--- src/verilog/sce_consts.svh ---
// Constants of the serial command and EEPROM port
`ifndef SCE_CONSTS_SVH
`define SCE_CONSTS_SVH
`define SCE_OP_SET_LATCH 8'h06
`define SCE_OP_CLR_LATCH 8'h04
`define SCE_OP_ARR_WR    8'h02
`define SCE_OP_ARR_RD    8'h03
`define SCE_OP_ARR_STAT  8'h05
`define SCE_OP_CFG_WR    8'h09
`define SCE_OP_CTRL_WR   8'h0a
`define SCE_OP_DEV_STAT  8'h0b
`define SCE_OP_LOCK      8'h01
`define SCE_OP_NONE      8'h00
`define SCE_CFG_RST      16'h0000
`define SCE_CTRL_RST     16'h0000
`define SCE_LOCK_RST     3'h0
`define SCE_PAD5         5'h00
`define SCE_BIT_LAST     3'h7
`define SCE_LK1_LO 5'h00
`define SCE_LK1_HI 5'h07
`define SCE_LK2_LO 5'h08
`define SCE_LK2_HI 5'h0f
`define SCE_LK3_LO 5'h10
`define SCE_LK3_HI 5'h17
`define SCE_LK4_LO 5'h18
`define SCE_LK4_HI 5'h1f
`define SCE_LK5_LO 5'h00
`define SCE_LK5_HI 5'h0f
`define SCE_LK6_LO 5'h00
`define SCE_LK6_HI 5'h00
`define SCE_LK7_LO 5'h1f
`define SCE_LK7_HI 5'h1f
`endif

--- src/verilog/sce_pkg.sv ---
// Types shared by the serial command and EEPROM port
package sce_pkg;
  typedef enum logic [2:0] {
    SCE_PH_OPCODE,
    SCE_PH_ARG1,
    SCE_PH_ARG2,
    SCE_PH_DATA
  } sce_phase_e;

  typedef struct packed {
    logic [4:0]   page;
    logic [15:0]  mask;
    logic [127:0] data;
  } sce_arr_wr_s;
endpackage : sce_pkg

--- src/verilog/sce_port.sv ---
// Serial command interpreter with array, config, control and lock access
`timescale 1ns/100ps
`include "sce_consts.svh"
module sce_port
  import sce_pkg::*;
(
  // Clock, reset, enable
  input  wire logic        clk_i,
  input  wire logic        rst_i,
  input  wire logic        ce_i,
  // Serial link pins
  input  wire logic        sck_i,
  input  wire logic        cs_n_i,
  input  wire logic        si_i,
  output logic             so_o,
  output logic             so_oe_o,
  // Array side
  output logic [8:0]       arr_rd_addr_o,
  input  wire logic [7:0]  arr_rd_data_i,
  input  wire logic        arr_busy_i,
  output logic             arr_wr_o,
  output sce_arr_wr_s      arr_wr_req_o,
  // Registers and device state
  output logic [2:0]       lock_o,
  output logic             lock_wr_o,
  output logic [15:0]      cfg_o,
  output logic [15:0]      ctrl_o,
  output logic             wel_o,
  input  wire logic [2:0]  dev_status_i,
  input  wire logic        sleep_i
);

  logic [2:0]  sck_r, sck_nxt;
  logic [2:0]  cs_r, cs_nxt;
  logic [1:0]  si_r, si_nxt;
  sce_phase_e  ph_r, ph_nxt;
  logic [2:0]  bit_r, bit_nxt;
  logic [7:0]  rx_r, rx_nxt;
  logic [7:0]  op_r, op_nxt;
  logic [7:0]  arg_r, arg_nxt;
  logic [7:0]  tx_r, tx_nxt;
  logic        so_r, so_nxt;
  logic        oe_r, oe_nxt;
  logic        wel_r, wel_nxt;
  logic [8:0]  rda_r, rda_nxt;
  logic [4:0]  page_r, page_nxt;
  logic [3:0]  wptr_r, wptr_nxt;
  logic [15:0] mask_r, mask_nxt;
  logic [7:0]  buf_r [16];
  logic [7:0]  buf_nxt [16];
  logic        awr_r, awr_nxt;
  sce_arr_wr_s req_r, req_nxt;
  logic [2:0]  lock_r, lock_nxt;
  logic        lwr_r, lwr_nxt;
  logic [15:0] cfg_r, cfg_nxt;
  logic [15:0] ctrl_r, ctrl_nxt;
  logic        rise, fall, cs_up, sel;
  logic [7:0]  b;

  // Page buffer laid flat, slot i in bits 8i+7:8i of the request
  logic [127:0] buf_flat;
  for (genvar g = 0; g < 16; g++) begin : g_flat
    assign buf_flat[g*8 +: 8] = buf_r[g];
  end

  // Page lock lookup on the 16-byte page number
  function automatic logic page_locked(input logic [2:0] lk,
                                       input logic [4:0] pg);
    logic [4:0] lo;
    logic [4:0] hi;
    lo = `SCE_LK1_LO;
    hi = `SCE_LK1_HI;
    case (lk)
      3'h1: begin lo = `SCE_LK1_LO; hi = `SCE_LK1_HI; end
      3'h2: begin lo = `SCE_LK2_LO; hi = `SCE_LK2_HI; end
      3'h3: begin lo = `SCE_LK3_LO; hi = `SCE_LK3_HI; end
      3'h4: begin lo = `SCE_LK4_LO; hi = `SCE_LK4_HI; end
      3'h5: begin lo = `SCE_LK5_LO; hi = `SCE_LK5_HI; end
      3'h6: begin lo = `SCE_LK6_LO; hi = `SCE_LK6_HI; end
      3'h7: begin lo = `SCE_LK7_LO; hi = `SCE_LK7_HI; end
      // Code zero leaves every page writable
      default: return 1'b0;
    endcase
    return (pg >= lo) && (pg <= hi);
  endfunction : page_locked

  // Edges come from the second and third stages only
  assign rise  = sck_r[1] & ~sck_r[2];
  assign fall  = ~sck_r[1] & sck_r[2];
  assign cs_up = cs_r[1] & ~cs_r[2];
  assign sel   = ~cs_r[1];
  assign b     = {rx_r[6:0], si_r[1]};

  // Synchronisers form their own group; a low enable freezes all stages
  // together, so no half-shifted edge appears when it returns
  always_comb begin
    sck_nxt = {sck_r[1:0], sck_i};
    cs_nxt  = {cs_r[1:0], cs_n_i};
    si_nxt  = {si_r[0], si_i};
  end

  always_ff @(posedge clk_i) begin
    if (rst_i) begin
      // Idle levels, so no false edge follows reset
      sck_r <= 3'h0;
      cs_r  <= 3'h7;
      si_r  <= 2'h0;
    end else if (ce_i) begin
      sck_r <= sck_nxt;
      cs_r  <= cs_nxt;
      si_r  <= si_nxt;
    end
  end

  always_comb begin
    ph_nxt   = ph_r;
    bit_nxt  = bit_r;
    rx_nxt   = rx_r;
    op_nxt   = op_r;
    arg_nxt  = arg_r;
    tx_nxt   = tx_r;
    so_nxt   = so_r;
    oe_nxt   = sel;
    wel_nxt  = wel_r;
    rda_nxt  = rda_r;
    page_nxt = page_r;
    wptr_nxt = wptr_r;
    mask_nxt = mask_r;
    buf_nxt  = buf_r;
    awr_nxt  = 1'b0;
    req_nxt  = req_r;
    lock_nxt = lock_r;
    lwr_nxt  = 1'b0;
    cfg_nxt  = cfg_r;
    ctrl_nxt = ctrl_r;
    if (cs_up) begin
      // Deselect after exactly eight opcode bits arms the latch
      if (op_r == `SCE_OP_SET_LATCH && ph_r == SCE_PH_ARG1 &&
          bit_r == 3'h0) begin
        wel_nxt = 1'b1;
      end
      // A refused write leaves the latch set until cleared or used
      if (op_r == `SCE_OP_ARR_WR && ph_r == SCE_PH_DATA &&
          bit_r == 3'h0 && mask_r != 16'h0000 && wel_r &&
          !page_locked(lock_r, page_r)) begin
        awr_nxt      = 1'b1;
        req_nxt.page = page_r;
        req_nxt.mask = mask_r;
        // Unmarked slots may hold stale bytes; the mask says which count
        req_nxt.data = buf_flat;
        wel_nxt = 1'b0;
      end
      // The last complete byte wins, so extra bytes overwrite
      if (op_r == `SCE_OP_LOCK && bit_r == 3'h0 && wel_r &&
          (ph_r == SCE_PH_ARG2 || ph_r == SCE_PH_DATA)) begin
        lock_nxt = rx_r[2:0];
        lwr_nxt  = 1'b1;
        wel_nxt  = 1'b0;
      end
    end
    if (!sel) begin
      // Decoder returns to opcode state whenever deselected
      ph_nxt   = SCE_PH_OPCODE;
      bit_nxt  = 3'h0;
      rx_nxt   = 8'h00;
      op_nxt   = `SCE_OP_NONE;
      tx_nxt   = 8'h00;
      so_nxt   = 1'b0;
      mask_nxt = 16'h0000;
    end else begin
      // Nothing moves without an edge, so a paused clock just waits
      if (rise) begin
        rx_nxt  = b;
        bit_nxt = bit_r + 3'h1;
        if (bit_r == `SCE_BIT_LAST) begin
          case (ph_r)
            SCE_PH_OPCODE: begin
              ph_nxt = SCE_PH_ARG1;
              op_nxt = b;
              // Sleep is looked at once, when the opcode completes
              if (sleep_i && (b == `SCE_OP_ARR_WR ||
                  b == `SCE_OP_ARR_RD || b == `SCE_OP_ARR_STAT)) begin
                op_nxt = `SCE_OP_NONE;
              end
              if (b == `SCE_OP_CLR_LATCH) begin
                wel_nxt = 1'b0;
              end
            end
            SCE_PH_ARG1: begin
              ph_nxt  = SCE_PH_ARG2;
              arg_nxt = b;
            end
            SCE_PH_ARG2: begin
              ph_nxt = SCE_PH_DATA;
              case (op_r)
                `SCE_OP_ARR_RD: rda_nxt = {arg_r[0], b};
                `SCE_OP_ARR_WR: begin
                  page_nxt = {arg_r[0], b[7:4]};
                  wptr_nxt = b[3:0];
                end
                `SCE_OP_CFG_WR: begin
                  if (wel_r) begin
                    cfg_nxt = {arg_r, b};
                  end
                end
                `SCE_OP_CTRL_WR: ctrl_nxt = {arg_r, b};
                default: ;
              endcase
            end
            SCE_PH_DATA: begin
              if (op_r == `SCE_OP_ARR_WR) begin
                buf_nxt[wptr_r]  = b;
                mask_nxt[wptr_r] = 1'b1;
                wptr_nxt         = wptr_r + 4'h1;
              end
            end
            default: ph_nxt = SCE_PH_OPCODE;
          endcase
        end
      end
      if (fall) begin
        if (bit_r == 3'h0) begin
          case (op_r)
            `SCE_OP_ARR_RD: begin
              if (ph_r == SCE_PH_DATA) begin
                // Read data must settle within two clocks of the address
                tx_nxt  = arr_rd_data_i;
                rda_nxt = rda_r + 9'h001;
              end else begin
                tx_nxt = 8'h00;
              end
            end
            `SCE_OP_ARR_STAT: tx_nxt = {`SCE_PAD5, lock_r};
            `SCE_OP_DEV_STAT: tx_nxt = {`SCE_PAD5, dev_status_i};
            default:          tx_nxt = 8'h00;
          endcase
        end else begin
          tx_nxt = {tx_r[6:0], 1'b0};
        end
        // tx_r shifts on as usual; only the pin shows busy
        so_nxt = (op_r == `SCE_OP_ARR_STAT && arr_busy_i) ?
                 1'b1 : tx_nxt[7];
      end
    end
  end

  always_ff @(posedge clk_i) begin
    if (rst_i) begin
      ph_r   <= SCE_PH_OPCODE;
      bit_r  <= 3'h0;
      rx_r   <= 8'h00;
      op_r   <= `SCE_OP_NONE;
      arg_r  <= 8'h00;
      tx_r   <= 8'h00;
      so_r   <= 1'b0;
      oe_r   <= 1'b0;
      wel_r  <= 1'b0;
      rda_r  <= 9'h000;
      page_r <= 5'h00;
      wptr_r <= 4'h0;
      mask_r <= 16'h0000;
      awr_r  <= 1'b0;
      req_r  <= '0;
      lock_r <= `SCE_LOCK_RST;
      lwr_r  <= 1'b0;
      cfg_r  <= `SCE_CFG_RST;
      ctrl_r <= `SCE_CTRL_RST;
      for (int i = 0; i < 16; i++) begin
        buf_r[i] <= 8'h00;
      end
    end else if (ce_i) begin
      ph_r   <= ph_nxt;
      bit_r  <= bit_nxt;
      rx_r   <= rx_nxt;
      op_r   <= op_nxt;
      arg_r  <= arg_nxt;
      tx_r   <= tx_nxt;
      so_r   <= so_nxt;
      oe_r   <= oe_nxt;
      wel_r  <= wel_nxt;
      rda_r  <= rda_nxt;
      page_r <= page_nxt;
      wptr_r <= wptr_nxt;
      mask_r <= mask_nxt;
      awr_r  <= awr_nxt;
      req_r  <= req_nxt;
      lock_r <= lock_nxt;
      lwr_r  <= lwr_nxt;
      cfg_r  <= cfg_nxt;
      ctrl_r <= ctrl_nxt;
      buf_r  <= buf_nxt;
    end
  end

  assign so_o          = so_r;
  assign so_oe_o       = oe_r;
  assign arr_rd_addr_o = rda_r;
  assign arr_wr_o      = awr_r;
  assign arr_wr_req_o  = req_r;
  assign lock_o        = lock_r;
  assign lock_wr_o     = lwr_r;
  assign cfg_o         = cfg_r;
  assign ctrl_o        = ctrl_r;
  assign wel_o         = wel_r;

endmodule : sce_port

--- config.mk ---
export PLATFORM = sky130hd
export DESIGN_NAME = sce_port
export DESIGN_NICKNAME = d
export VERILOG_FILES = /design/src/verilog/sce_pkg.sv /design/src/verilog/sce_port.sv
export VERILOG_INCLUDE_DIRS = /design/src /design/src/verilog
export SDC_FILE = /design/constraint.sdc
export NUM_CORES = 1
export LEC_CHECK = 0
export ABC_CLOCK_PERIOD_IN_PS = 7550
export BUFFER_PORTS_ARGS = -buffer_cell sky130_fd_sc_hd__buf_2
export CAP_MARGIN = 10
export CORE_MARGIN = 2
export CORE_UTILIZATION = 49
export DETAILED_ROUTE_END_ITERATION = 16
export GPL_ROUTABILITY_DRIVEN = 0
export GPL_TIMING_DRIVEN = 0
export PLACE_DENSITY = 0.68
export SYNTH_ARGS = -nofsm -noshare
export SYNTH_HDL_FRONTEND = slang
export SYNTH_SLANG_ARGS = --single-unit
--- constraint.sdc ---
create_clock -name clk_i -period 7.55 [get_ports clk_i]
set_input_delay 0.755 -clock clk_i [delete_from_list [all_inputs] [get_ports clk_i]]
set_output_delay 0.755 -clock clk_i [all_outputs]
set_load 0.02 [all_outputs]
==> run_results.csv <==
group,metric,value,unit
pwr,p_seq_share,49.0,%
floorplan,die_w,178.9,µm
clocking,post_cts_buffers,0,
sta,tightest_slew,1.025,ns
place,dp_cells,2337,
sta,slew_headroom,31.64,%
global_routing,antenna_found_initial,0,
pwr,ir_drop,0.2016,mV
routing,wl_per_cell,17.73,µm
final_layout,fin_cells,2413,
final_layout,antenna_cells,0,
clocking,cts_tree,"yes",
sta,setup_violations,0,
routing,num_vias,13030,
worst_setup_path,startpoint_type,"register",
final_layout,drive_above_1_share,16.56,%
worst_setup_path,cpPeakStageDelay,0.83,ns
global_routing,grt_usage,26.30,%
worst_setup_path,end_kind,"register",
pwr,switching_share,20.60,%
floorplan,ioPinCount,217,
hold_path,hp-class,"register to register",
synthesis,synth_cell_types,67,
pwr,power_leakage,7.751,nW
sta,clock_skew,0.01245,ns
worst_setup_path,worstSetupPathType,"register to register",
floorplan,die_y,178.9,µm
worst_setup_path,path_cells,"clkbuf_1, nor2b_1, nand2_1, inv_1, ha_1, nor2b_1, o211ai_1, a211oi_1, o311ai_1, clkbuf_1, clkbuf_1, nand2_1, a21oi_1",
worst_setup_path,critPathMaxFanout,10,
synthesis,yosys_most_used_dff,"dfxtp_1",
routing,dr.first_iter.drc_count,937,
sta,fmax,228.9,MHz
worst_setup_path,cpLargestDelayFamily,"buffers and inverters",
routing,avgViaCountPerCell,5.399,
clocking,cts_resized,0,
floorplan,start_util,49.41,%
routing,finalWirelength,42790,µm
routing,drc_errors,0,
sta,final_hold_viol_count,0,
synthesis,ys_warn_count,0,
clocking,clk_pin_slew_worst_paths,0.06,ns
worst_setup_path,arrival,4.82,ns
place,portBuffers,216,
global_routing,grt_remaining_overflow,0,
worst_setup_path,critical-path-slowest-cell,"clkbuf_1",
synthesis,ys_seq_area_share,52.60,%
global_routing,first_global_vias,11960,
clocking,cts_root_buf,"clkbuf_16",
sta,fin_crit,4.369,ns
clocking,clock-sinks,394,
final_layout,syn_to_final_growth,20.05,%
routing,ant_nets,0,
clocking,clk_latency,0.53,ns
flow_run,cap_violations,0,
clocking,cts_hold_buffers,0,
worst_setup_path,cp_common_cell,"clkbuf_1",
clocking,clockBufferDepth,3,
worst_setup_path,worstPathRequired,8.01,ns
pwr,clkPwrFrac,49.2,%
floorplan,die_area,0.03202,mm²
synthesis,syn_avg_cell_area,8.693,µm²
synthesis,synth_edf_count,0,
sta,fin_crit_sh,57.87,%
clocking,numCtsBuffers,41,
global_routing,grt_pass1_wl,65520,µm
final_layout,nNetsFinal,2025,
floorplan,coreArea,0.03035,mm²
synthesis,synthArstFlopShare,0,%
sta,rsz0062_at_grt,"false",
clocking,h-tree-depth,2,
final_layout,final_common_cell,"nand2_1",
pwr,power.net_switching,0.0008754,W
global_routing,grt_max_degree,14,
synthesis,synth_nets,1766,
worst_setup_path,critPathBufInv,4,
synthesis,syn_inst,1725,
sta,final_max_slew_viol_count,0,
sta,setup-tns-final,0,ns
final_layout,final_cell_mix,"397 x nand2_1, 394 x dfxtp_1, 225 x buf_2, 224 x a21oi_1, 182 x nor2_1",
routing,first_pass_iters,5,
pwr,power.internal,0.003373,W
pwr,powerDensity,236.0,mW/mm²
place,hpwl,30350,µm
synthesis,synth.ff_latch_count,394,
floorplan,num_rows,64,
synthesis,syn_area,0.01500,mm²
outcome,run_status,"completed",
pwr,p_comb_share,1.8,%
-- routing by layer --
metal	share of wire, %	up-vias	global-route usage [%]
li1	-	6323	-
met1	44	6113	35.94
met2	45	508	41.75
met3	7.9	83	5.216
met4	3.1	0	8.469
met5	0	-	0
-- synth_stat cells, types with 3 or more instances --
library cell	count	area, µm²
a211oi_1	7	52.55
a21oi_1	224	1121
a22o_1	16	140.1
a22oi_1	18	135.1
and3_1	6	37.54
and3_2	3	22.52
buf_2	9	45.04
buf_4	13	97.59
buf_6	3	33.78
clkbuf_1	96	360.4
dfxtp_1	394	7888
ha_1	22	275.3
inv_1	19	71.32
mux2i_1	131	1311
nand2_1	397	1490
nand2_2	4	25.02
nand2b_1	8	50.05
nand3_1	45	225.2
nand4_1	7	43.79
nor2_1	182	683.2
nor2b_1	13	81.33
nor3_1	15	75.07
nor3b_1	6	45.04
nor4_1	10	62.56
o211ai_1	3	22.52
o21ai_0	16	80.08
or3_1	3	18.77
-- registers in the layout, summed over array words and instances (netlist names) --
register,flops
cs_r,3
arr_rd_addr_o,9
sck_r,3
buf_flat,128
lock_wr_o,1
ph_r,2
arr_wr_req_o,149
op_r,8
so_oe_o,1
so_o,1
arr_wr_o,1
si_r,2
rx_r,7
wel_o,1
page_r,5
arg_r,8
tx_r,7
wptr_r,4
cfg_o,16
lock_o,3
mask_r,16
ctrl_o,16
bit_r,3
-- tightest hold or removal path, cell delays in order, from the launching register on --
cell and delay [ns]:
dfxtp_1 0.30, nand2_1 0.05, a21oi_1 0.05
-- cell type report --
cell class,count,area [µm²]
clock inverters,11,141.4
well taps,396,495.5
flip-flops and latches,394,7888
plain buffers,125,571.8
fillers,2701,12350
repair buffers,216,1081
clock buffers,65,1289
inverters,19,71.32
multi-input cells,1187,6465
-- cells by family (layout without fill, tap and decap cells) --
family,after synthesis,count (layout),share of synthesized area [%]
simple gates,717,717,20.22
xor+xnor,2,2,0.1168
buf+inv,144,436,4.289
mux,134,134,8.970
flops,394,394,52.60
compound gates,312,312,11.97
fa+ha+maj,22,22,1.836
-- through the flow --
stage                     hold WS, ns  power, W  utilization [%]  cell area (µm²)  setup slack, ns
after CTS                      0.4361  0.004272            59.32            18000            3.161
after global placement         0.4306  0.002203            54.61            16570            3.204
after floorplan                0.4199  0.002173                -            15000            4.478
after global routing           0.4454  0.004363            59.32            18000            2.846
after detailed placement       0.4412  0.002203            54.61            16570            3.161
final                          0.4462  0.004249            59.32            18000            3.181
-- power groups by stage --
stage                     registers [W]   logic, W  clock network [W]
after floorplan                 0.00213  0.0000439                  0
after global placement          0.00213  0.0000735                  0
after detailed placement        0.00213  0.0000741                  0
after CTS                       0.00208  0.0000745            0.00211
after global routing            0.00208  0.0000812            0.00220
final                           0.00208  0.0000758            0.00209
-- worst paths after layout --
path	cells after the start	slack [ns]	start	endpoint
setup / recovery	13	3.18	lock_o[1]$_SDFFE_PP0P_	arr_wr_req_o[78]$_SDFFE_PP0P_
hold / removal	2	0.45	arr_wr_req_o[22]$_SDFFE_PP0P_	arr_wr_req_o[22]$_SDFFE_PP0P_
setup reg to reg	13	3.18	lock_o[1]$_SDFFE_PP0P_	arr_wr_req_o[78]$_SDFFE_PP0P_
hold reg to reg	2	0.45	arr_wr_req_o[22]$_SDFFE_PP0P_	arr_wr_req_o[22]$_SDFFE_PP0P_
Power figures use the tool's default switching activity.
